==> src/inc/flash_host_defs.svh <==
// register map, field positions, opcodes and timing counts of the flash host
// assumes a 20 MHz system clock and a byte-wide register address
`ifndef FLASH_HOST_DEFS_SVH
`define FLASH_HOST_DEFS_SVH

// ==========================================================
// register offsets
`define REG_CTRL 8'h00
`define REG_CMD 8'h04
`define REG_ADDR 8'h08
`define REG_MODE 8'h0C
`define REG_LEN 8'h10
`define REG_TXDATA 8'h14
`define REG_RXDATA 8'h18
`define REG_STATUS 8'h1C

// ==========================================================
// field positions and reset values
`define CTRL_START 0
`define CMD_BITS 19
`define CMD_RESET 19'h00000
`define PARAM_RESET 8'h00

// ==========================================================
// opcodes the host treats specially
`define OP_FAST_READ 8'h0B
`define OP_WRAP_READ 8'h0C
`define OP_QUAD_IO_READ 8'hEB
`define OP_WORD_READ 8'hE7
`define OP_OCTAL_READ 8'hE3
`define OP_PAGE_PROG 8'h02
`define OP_QUAD_PROG 8'h32
`define OP_SEC_PROG 8'h42
`define OP_WR_STAT1 8'h01
`define OP_WR_STAT2 8'h31
`define OP_WR_STAT3 8'h11
`define OP_MFR_ID 8'h90
`define OP_WAKE_ID 8'hAB
`define OP_SET_PARAM 8'hC0
`define OP_QPI_ENTER 8'h38
`define OP_QPI_EXIT 8'hFF

// ==========================================================
// timing
`define SYS_CLK_NS 50
`define SCLK_HALF_NS 200
`define SCLK_HALF_CYC ((`SCLK_HALF_NS + `SYS_CLK_NS - 1) / `SYS_CLK_NS)
`define PROG_MAX_BYTES 256
`define SPI_QUAD_IO_DUMMY 4'h4
`define WORD_READ_DUMMY 4'h2

`endif

==> src/inc/flash_host_pkg.sv <==
// types shared by the flash host and its bench
// assumes flash_host_defs.svh is included by the user of the package
package flash_host_pkg;

   // ==========================================================
   // sequencer states
   typedef enum logic [2:0] {
      ST_IDLE, ST_OPC, ST_ADR, ST_MOD, ST_DUM, ST_DAT, ST_END, ST_GAP
   } state_type;

   // ==========================================================
   // command word; lane codes 0 one lane, 1 two lanes, 2 four lanes
   typedef struct packed {
      logic [3:0] dummy;
      logic rd;
      logic [1:0] data_lanes;
      logic [1:0] addr_lanes;
      logic has_mode;
      logic has_addr;
      logic [7:0] opcode;
   } cmd_type;

endpackage

==> src/hw/flash_qpi_host.sv <==
// host controller for a serial nor flash over one, two or four lanes
// assumes the flash samples on rising sclk and drives on falling sclk
//
// The address-and-strobe port and the register offsets are this design's own decisions.
`timescale 1ns/100ps
`include "flash_host_defs.svh"

module flash_qpi_host
   import flash_host_pkg::*;
#(
   parameter int HALF_CYC = `SCLK_HALF_CYC,
   parameter int MAX_PROG = `PROG_MAX_BYTES
) (
   // system
   input wire logic sys_clk,
   input wire logic rst_n,
   // register port
   input wire logic [7:0] reg_addr,
   input wire logic [31:0] reg_wdata,
   input wire logic reg_wr,
   input wire logic reg_rd,
   output logic [31:0] reg_rdata,
   // flash pins
   output logic flash_cs_n,
   output logic flash_sclk,
   output logic [3:0] flash_io_o,
   output logic [3:0] flash_io_oe,
   input wire logic [3:0] flash_io_i
);

   // ==========================================================
   // lane helpers
   function automatic logic [2:0] lanes(input logic [1:0] c);
      case (c)
         2'd1: lanes = 3'd2;
         2'd2: lanes = 3'd4;
         default: lanes = 3'd1;
      endcase
   endfunction

   function automatic logic [4:0] per_byte(input logic [2:0] w);
      case (w)
         3'd4: per_byte = 5'd2;
         3'd2: per_byte = 5'd4;
         default: per_byte = 5'd8;
      endcase
   endfunction

   function automatic logic [3:0] lane_mask(input logic [2:0] w);
      case (w)
         3'd4: lane_mask = 4'hF;
         3'd2: lane_mask = 4'h3;
         default: lane_mask = 4'h1;
      endcase
   endfunction

   // top bits of the field, msb first; odd bits land on the higher lane
   function automatic logic [3:0] lane_out(input logic [7:0] t, input logic [2:0] w);
      case (w)
         3'd4: lane_out = t[7:4];
         3'd2: lane_out = {2'b00, t[7:6]};
         default: lane_out = {3'b000, t[7]};
      endcase
   endfunction

   function automatic logic [23:0] shl(input logic [23:0] s, input logic [2:0] w);
      case (w)
         3'd4: shl = {s[19:0], 4'h0};
         3'd2: shl = {s[21:0], 2'b00};
         default: shl = {s[22:0], 1'b0};
      endcase
   endfunction

   // single lane reads come back on io1
   function automatic logic [7:0] lane_in(input logic [3:0] io, input logic [2:0] w,
                                          input logic [7:0] s);
      case (w)
         3'd4: lane_in = {s[3:0], io};
         3'd2: lane_in = {s[5:0], io[1:0]};
         default: lane_in = {s[6:0], io[1]};
      endcase
   endfunction

   // ==========================================================
   // reset release and pin synchronisers
   logic [1:0] rst_sync_r;
   logic rst_q;
   logic [3:0] io_s1_r;
   logic [3:0] io_s2_r;

   always_ff @(posedge sys_clk or negedge rst_n) begin
      if (!rst_n) rst_sync_r <= 2'b00;
      else rst_sync_r <= {rst_sync_r[0], 1'b1};
   end
   assign rst_q = rst_sync_r[1];

   always_ff @(posedge sys_clk or negedge rst_q) begin
      if (!rst_q) begin
         io_s1_r <= 4'h0;
         io_s2_r <= 4'h0;
      end else begin
         io_s1_r <= flash_io_i;
         io_s2_r <= io_s1_r;
      end
   end

   // ==========================================================
   // half-period divider
   logic [7:0] div_r;
   logic tick;
   assign tick = div_r == 8'(HALF_CYC - 1);

   always_ff @(posedge sys_clk or negedge rst_q) begin
      if (!rst_q) div_r <= 8'h00;
      else div_r <= tick ? 8'h00 : div_r + 8'h01;
   end

   // ==========================================================
   // registers and state
   state_type st_r;
   cmd_type cmd_r;
   logic [23:0] addr_r;
   logic [7:0] mode_r;
   logic [15:0] len_r;
   logic [7:0] tx_r;
   logic tx_full_r;
   logic [7:0] rx_data_r;
   logic [7:0] rx_sh_r;
   logic rx_full_r;
   logic [7:0] param_r;
   logic qpi_r;
   logic [23:0] shift_r;
   logic [2:0] w_r;
   logic [2:0] aw_r;
   logic [2:0] dw_r;
   logic rd_r;
   logic [3:0] dum_r;
   logic [4:0] clk_left_r;
   logic [15:0] byte_left_r;
   logic cs_n_r;
   logic sclk_r;
   logic [3:0] io_o_r;
   logic [3:0] io_oe_r;
   logic [31:0] rdata_r;

   // ==========================================================
   // register decode
   logic idle;
   logic busy_wr;
   logic start_go;
   logic wr_tx;
   logic rx_take;
   logic [31:0] rd_mux;
   assign idle = st_r == ST_IDLE;
   assign busy_wr = reg_wr && idle;
   assign start_go = reg_wr && reg_addr == `REG_CTRL && reg_wdata[`CTRL_START] && idle;
   assign wr_tx = reg_wr && reg_addr == `REG_TXDATA;
   assign rx_take = reg_rd && reg_addr == `REG_RXDATA;
   assign rd_mux = reg_addr == `REG_CTRL ? {30'h0, qpi_r, !idle} :
                   reg_addr == `REG_CMD ? {13'h0, cmd_r} :
                   reg_addr == `REG_ADDR ? {8'h00, addr_r} :
                   reg_addr == `REG_MODE ? {24'h0, mode_r} :
                   reg_addr == `REG_LEN ? {16'h0, len_r} :
                   reg_addr == `REG_TXDATA ? {24'h0, tx_r} :
                   reg_addr == `REG_RXDATA ? {24'h0, rx_data_r} :
                   reg_addr == `REG_STATUS ?
                      {16'h0, param_r, 4'h0, rx_full_r, tx_full_r, qpi_r, !idle} :
                   32'h0;

   // ==========================================================
   // effective command
   logic [7:0] op;
   logic is_prog;
   logic is_wrsr;
   logic is_zero_addr;
   logic qpi_read;
   logic [2:0] e_opw;
   logic [3:0] e_dum;
   logic [23:0] e_addr;
   logic [15:0] e_len;
   logic e_has_addr;
   assign op = cmd_r.opcode;
   assign is_prog = op == `OP_PAGE_PROG || op == `OP_QUAD_PROG || op == `OP_SEC_PROG;
   assign is_wrsr = op == `OP_WR_STAT1 || op == `OP_WR_STAT2 || op == `OP_WR_STAT3;
   assign is_zero_addr = op == `OP_MFR_ID || op == `OP_WAKE_ID;
   assign qpi_read = qpi_r && (op == `OP_FAST_READ || op == `OP_QUAD_IO_READ ||
                               op == `OP_WRAP_READ);
   assign e_opw = qpi_r ? 3'd4 : 3'd1;
   assign e_dum = qpi_read ? param_r[7:4] :
                  op == `OP_QUAD_IO_READ ? `SPI_QUAD_IO_DUMMY :
                  op == `OP_WORD_READ ? `WORD_READ_DUMMY : cmd_r.dummy;
   assign e_addr = is_zero_addr ? 24'h0 :
                   op == `OP_WORD_READ ? {addr_r[23:1], 1'b0} :
                   op == `OP_OCTAL_READ ? {addr_r[23:4], 4'h0} : addr_r;
   assign e_len = is_prog ? (len_r == 16'h0 ? 16'h1 :
                             len_r > 16'(MAX_PROG) ? 16'(MAX_PROG) : len_r) :
                  (is_wrsr || op == `OP_SET_PARAM) ? 16'h1 : len_r;
   assign e_has_addr = cmd_r.has_addr || is_zero_addr;

   // ==========================================================
   // phase chain and clock events
   state_type sq_dat;
   state_type sq_dum;
   state_type sq_mod;
   state_type sq_adr;
   state_type nx;
   logic run;
   logic fall_go;
   logic rise_go;
   logic phase_end;
   logic cont;
   logic reload_wr;
   logic reload_rd;
   assign sq_dat = byte_left_r != 16'h0 ? ST_DAT : ST_END;
   assign sq_dum = dum_r != 4'h0 ? ST_DUM : sq_dat;
   assign sq_mod = cmd_r.has_mode ? ST_MOD : sq_dum;
   assign sq_adr = e_has_addr ? ST_ADR : sq_mod;
   assign nx = st_r == ST_OPC ? sq_adr : st_r == ST_ADR ? sq_mod :
               st_r == ST_MOD ? sq_dum : sq_dat;
   assign run = st_r == ST_OPC || st_r == ST_ADR || st_r == ST_MOD ||
                st_r == ST_DUM || st_r == ST_DAT;
   // a data byte not yet loaded holds sclk low; this is the only back-pressure
   assign rise_go = tick && !sclk_r && run && !(st_r == ST_DAT && clk_left_r == 5'd0);
   assign fall_go = tick && sclk_r;
   assign phase_end = fall_go && clk_left_r == 5'd1;
   assign cont = fall_go && clk_left_r > 5'd1;
   assign reload_wr = st_r == ST_DAT && clk_left_r == 5'd0 && !rd_r && tx_full_r;
   assign reload_rd = st_r == ST_DAT && clk_left_r == 5'd0 && rd_r && !rx_full_r;

   // load values for the phase being entered
   state_type tgt;
   logic [23:0] ld_src;
   logic [2:0] ld_w;
   logic [4:0] ld_cnt;
   logic [3:0] ld_oe;
   assign tgt = start_go ? ST_OPC : (reload_wr || reload_rd) ? ST_DAT : nx;

   always_comb begin
      ld_src = 24'h0;
      ld_w = dw_r;
      ld_cnt = 5'd0;
      ld_oe = 4'h0;
      case (tgt)
         ST_OPC: begin
            ld_src = {op, 16'h0};
            ld_w = e_opw;
            ld_cnt = per_byte(e_opw);
            ld_oe = lane_mask(e_opw);
         end
         ST_ADR: begin
            ld_src = e_addr;
            ld_w = aw_r;
            ld_cnt = 5'(3 * per_byte(aw_r));
            ld_oe = lane_mask(aw_r);
         end
         ST_MOD: begin
            ld_src = {mode_r, 16'h0};
            ld_w = aw_r;
            ld_cnt = per_byte(aw_r);
            ld_oe = lane_mask(aw_r);
         end
         ST_DUM: begin
            ld_cnt = {1'b0, dum_r};
         end
         ST_DAT: begin
            if (reload_wr || reload_rd) begin
               ld_src = {tx_r, 16'h0};
               ld_cnt = per_byte(dw_r);
               ld_oe = reload_wr ? lane_mask(dw_r) : 4'h0;
            end
         end
         default: begin
            ld_cnt = 5'd0;
         end
      endcase
   end

   // ==========================================================
   // software registers
   always_ff @(posedge sys_clk or negedge rst_q) begin
      if (!rst_q) begin
         cmd_r <= `CMD_RESET;
         addr_r <= 24'h0;
         mode_r <= 8'h00;
         len_r <= 16'h0;
         rdata_r <= 32'h0;
      end else begin
         if (busy_wr && reg_addr == `REG_CMD) cmd_r <= reg_wdata[`CMD_BITS-1:0];
         if (busy_wr && reg_addr == `REG_ADDR) addr_r <= reg_wdata[23:0];
         if (busy_wr && reg_addr == `REG_MODE) mode_r <= reg_wdata[7:0];
         if (busy_wr && reg_addr == `REG_LEN) len_r <= reg_wdata[15:0];
         rdata_r <= reg_rd ? rd_mux : 32'h0;
      end
   end

   // data buffers; a new event wins over a clear in the same cycle
   always_ff @(posedge sys_clk or negedge rst_q) begin
      if (!rst_q) begin
         tx_r <= 8'h00;
         tx_full_r <= 1'b0;
         rx_full_r <= 1'b0;
         rx_data_r <= 8'h00;
         rx_sh_r <= 8'h00;
         param_r <= `PARAM_RESET;
      end else begin
         if (wr_tx) tx_r <= reg_wdata[7:0];
         tx_full_r <= wr_tx ? 1'b1 : reload_wr ? 1'b0 : tx_full_r;
         if (reload_wr && op == `OP_SET_PARAM) param_r <= tx_r;
         if (rise_go && st_r == ST_DAT && rd_r) begin
            rx_sh_r <= lane_in(io_s2_r, dw_r, rx_sh_r);
            if (clk_left_r == 5'd1) rx_data_r <= lane_in(io_s2_r, dw_r, rx_sh_r);
         end
         rx_full_r <= (rise_go && st_r == ST_DAT && rd_r && clk_left_r == 5'd1) ? 1'b1 :
                      rx_take ? 1'b0 : rx_full_r;
      end
   end

   // ==========================================================
   // sequencer
   always_ff @(posedge sys_clk or negedge rst_q) begin
      if (!rst_q) begin
         st_r <= ST_IDLE;
         qpi_r <= 1'b0;
         shift_r <= 24'h0;
         w_r <= 3'd1;
         aw_r <= 3'd1;
         dw_r <= 3'd1;
         rd_r <= 1'b0;
         dum_r <= 4'h0;
         clk_left_r <= 5'd0;
         byte_left_r <= 16'h0;
         cs_n_r <= 1'b1;
         sclk_r <= 1'b0;
         io_o_r <= 4'h0;
         io_oe_r <= 4'h0;
      end else begin
         sclk_r <= rise_go ? 1'b1 : fall_go ? 1'b0 : sclk_r;
         if (start_go) begin
            cs_n_r <= 1'b0;
            aw_r <= qpi_r ? 3'd4 : lanes(cmd_r.addr_lanes);
            dw_r <= qpi_r ? 3'd4 : lanes(cmd_r.data_lanes);
            rd_r <= cmd_r.rd;
            dum_r <= e_dum;
            byte_left_r <= e_len;
         end
         if (start_go || reload_wr || reload_rd || (phase_end && st_r != ST_DAT)) begin
            st_r <= tgt;
            w_r <= ld_w;
            clk_left_r <= ld_cnt;
            io_o_r <= lane_out(ld_src[23:16], ld_w);
            shift_r <= shl(ld_src, ld_w);
            io_oe_r <= ld_oe;
         end else if (phase_end) begin
            clk_left_r <= 5'd0;
            byte_left_r <= byte_left_r - 16'h1;
            if (byte_left_r == 16'h1) st_r <= ST_END;
         end else if (cont) begin
            clk_left_r <= clk_left_r - 5'd1;
            io_o_r <= lane_out(shift_r[23:16], w_r);
            shift_r <= shl(shift_r, w_r);
         end else if (st_r == ST_END && tick) begin
            cs_n_r <= 1'b1;
            io_oe_r <= 4'h0;
            st_r <= ST_GAP;
            if (op == `OP_QPI_ENTER && !qpi_r) qpi_r <= 1'b1;
            if (op == `OP_QPI_EXIT && qpi_r) qpi_r <= 1'b0;
         end else if (st_r == ST_GAP && tick) begin
            st_r <= ST_IDLE;
         end
      end
   end

   assign flash_cs_n = cs_n_r;
   assign flash_sclk = sclk_r;
   assign flash_io_o = io_o_r;
   assign flash_io_oe = io_oe_r;
   assign reg_rdata = rdata_r;
endmodule

==> config.mk <==
export PLATFORM = sky130hd
export DESIGN_NAME = flash_qpi_host
export DESIGN_NICKNAME = d
export VERILOG_FILES = /design/src/inc/flash_host_pkg.sv /design/src/hw/flash_qpi_host.sv
export VERILOG_INCLUDE_DIRS = /design/src /design/src/inc
export SDC_FILE = /design/constraint.sdc
export NUM_CORES = 1
export LEC_CHECK = 0
export BUFFER_PORTS_ARGS = -buffer_cell sky130_fd_sc_hd__buf_2
export CORE_MARGIN = 4
export CORE_UTILIZATION = 47
export CTS_CLUSTER_SIZE = 8
export DETAILED_ROUTE_END_ITERATION = 12
export PLACE_DENSITY = 0.68
export SETUP_SLACK_MARGIN = 0.15
export SLEW_MARGIN = 20
export SYNTH_ARGS = -nofsm -noshare
export SYNTH_HDL_FRONTEND = slang
export SYNTH_SLANG_ARGS = --single-unit
==> constraint.sdc <==
create_clock -name sys_clk -period 6.5 [get_ports sys_clk]
set_clock_uncertainty 0.2 [all_clocks]
set_input_delay 1.3 -clock sys_clk [delete_from_list [all_inputs] [get_ports sys_clk]]
set_output_delay 1.3 -clock sys_clk [all_outputs]
set_load 0.01 [all_outputs]
==> qor.yml <==
crit_path_end_kind: "flip-flop"
worst_pin_slew_ps: 1090
yosysSeqAreaShare_pct: 47.2
drc: 0
synthArstFlopShare_pct: 100
synthCells: 1099
fmax_mhz: 209
ys_types: 87
num_antenna_cells: 0
layout_setup_ws_ps: 1730
dpl_cell_area_um2: 11900
synth_enable_flop_cells: 0
htreeDepth: 1
maxCapViolations: 0
met3_length_um: 2770
post-route-period-util_pct: 73.4
whs_path_depth: 0
routed_wl_um: 32800
grt_overflow: 0
synthFlopType: "dfrtp_1"
cts_tree: "yes"
clock-sinks: 213
netSwitchingFraction_pct: 23.6
die_h_um: 163
layout_commonest_cell: "dfrtp_1"
avgSynthCellArea_um2: 10.3
outcome: "finished clean"
critical_path_arrival_ps: 5030
startpoint_type: "input port"
p_leak_nw: 5.83
worst_ep_required_time_ps: 6760
r2r_cells: 7
ant_nets: 0
grt_pass1_wl_um: 51500
grt_pass1_vias: 8944
worst-path-buf-inv: 1
cp_slowest_cell: "nand4_1"
die-area_um2: 26600
avgRoutedWirePerCell_um: 22.2
final_area_um2: 12700
core_area_um2: 23500
clkPwrFrac_pct: 47.4
ir_drop_v: 0.000179
p_int_mw: 2.26
finalSetupViolations: 0
via_per_inst: 6.39
path_clk_slew_ps: 60
syn_area_um2: 11300
crit_fanout: 23
clk_latency_ps: 540
path_class: "input port to flip-flop"
drtIter0Drc: 1141
switching_power_mw: 0.697
period_minus_slack_ps: 4770
hp-class: "flip-flop to flip-flop"
top_layer: "met4"
gp_congestion: 0.966
grt_use_total_pct: 24.5
pwr-share-seq_pct: 47.7
crit_family: "simple AND/OR/NAND/NOR gates"
hold_ws_ps: 147
layout_common_cells: "208 x dfrtp_1, 113 x nand2_1, 87 x mux2_2, 73 x buf_2, 66 x nor2_1"
hold_violations: 0
ys_warn_count: 0
drive_above_1_share_pct: 21.1
portBuffers: 73
comb_power_share_pct: 4.8
power_density_nw_per_um2: 233
post-place-ws_ps: 1260
num_vias: 9444
synth_top_area_share_pct: 46.3
slowest_delay_ps: 930
dpl.hpwl_um: 23200
root_buffer: "clkbuf_16"
ctsHoldBuffers: 0
fin_setup_tns_ps: 0
yosys-top-cells-area: "dfrtp_1 46%, mux2_2 8.7%, nand2_1 3.8%, a21oi_1 2.7%, nor2_1 2.2%"
die_w_um: 163
cts_buffers: 30
slew_headroom_pct: 27.5
rsz0062_at_grt: "false"
ys_ff_latch: 213
slew_violations: 0
crit_chain: "buf_2 -> nor4_2 -> nand4_1 -> and2_1 -> mux2_4 -> nor3_4 -> a32oi_1 -> o211ai_1"
wl_met2_um: 15300
post_cts_buffers: 0
initial_core_util_pct: 48.0
grt_max_degree: 160
dr.pass1.iters: 6
area_growth_pct: 12.5
wl_met1_um: 13900
clock_path_buffers: 3
fin_nets: 1208
antenna_found_initial: 0
rows: 56
synth_top_area_cell: "dfrtp_1"
ctsResizeCount: 0
worst-path-stages: 8
ioPinCount: 90
registers in the layout, summed over array words and instances, names as in the netlist, 7 cells and up:
| register | flops |
|---|---|
| rx_sh_r | 7 |
| addr_r | 24 |
| mode_r | 8 |
| param_r | 8 |
| reg_rdata | 24 |
| div_r | 8 |
| len_r | 16 |
| op | 8 |
| rx_data_r | 8 |
| byte_left_r | 16 |
| shift_r | 23 |
| tx_r | 8 |
| cmd_r | 11 |
metal layers:
layer,up-vias,track usage [%]
met5,-,0
met3,69,4.06
met2,444,38.8
met1,4680,34.7
met4,0,7.47
li1,4251,-
power by group through the flow:
stage | sequential [mW] | combinational, mW | clock [mW]
global route | 1.41 | 0.158 | 1.48
global placement | 1.43 | 0.139 | 0
floorplan | 1.42 | 0.0888 | 0
CTS | 1.41 | 0.143 | 1.42
detailed placement | 1.43 | 0.142 | 0
finish | 1.41 | 0.143 | 1.40
final timing paths:
kind | startpoint | endpoint | slack [ps]
setup / recovery | reg_addr[1] | shift_r[18]$_DFFE_PN0P_ | 1730
hold / removal | io_s1_r[0]$_DFF_PN0_ | io_s2_r[0]$_DFF_PN0_ | 150
setup reg to reg | st_r[1]$_DFFE_PN0P_ | shift_r[18]$_DFFE_PN0P_ | 2060
hold reg to reg | io_s1_r[0]$_DFF_PN0_ | io_s2_r[0]$_DFF_PN0_ | 150
max in group asynchronous | rst_sync_r[1]$_DFF_PN0_ | flash_io_oe[0]$_DFFE_PN0P_ | 4530
min in group asynchronous | rst_sync_r[1]$_DFF_PN0_ | mode_r[4]$_DFFE_PN0P_ | 180
cells in the mapped netlist (6+ instances only):
library cell	instances
ha_1	11
nand3_1	37
o211ai_1	18
mux2_2	87
nor2_1	66
and3_1	22
buf_4	11
a221o_1	18
nand2_1	113
xnor2_1	6
clkbuf_1	53
a21oi_1	62
buf_2	10
a22o_1	23
or4_1	9
mux2i_1	15
nand2b_1	7
a222oi_1	7
a211oi_1	10
a31oi_1	11
dfrtp_1	209
o311ai_0	7
a221oi_1	28
and2_1	10
nand4_1	11
inv_1	22
a21o_1	7
nor4_1	12
nor3_1	12
o21ai_0	46
a22oi_1	31
cell type report:
class | instances | area (um2)
fill | 2107 | 10800
multi-input combinational | 791 | 5560
sequential | 213 | 5340
clock buffer | 41 | 813
timing repair buffer | 91 | 513
tap | 319 | 399
inverter | 22 | 82.6
clock inverter | 1 | 5.00
per-stage QoR:
step           instances  utilization, %  total power, mW
2_1_floorplan       1106               -             1.51
3_3_place_gp        1436            50.5             1.57
3_5_place_dp        1436            50.5             1.57
4_1_cts             1478            54.0             2.97
5_1_grt             1478            54.0             3.05
6_report            1478            54.0             2.96
cell families (layout without fill, tap and decap cells):
logic type | Yosys count | after routing | synth area share (%)
AO/OA/AOI/OAI | 313 | 313 | 20.3
XOR/XNOR | 11 | 11 | 1.08
buffers and inverters | 102 | 155 | 4.06
flip-flops | 213 | 213 | 47.2
adder cells (fa/ha/maj) | 11 | 11 | 1.22
other | 2 | 9 | 0.0664
AND/OR/NAND/NOR | 339 | 339 | 15.4
multiplexers | 108 | 108 | 10.7
No activity file was read; power rests on OpenSTA's default activity.
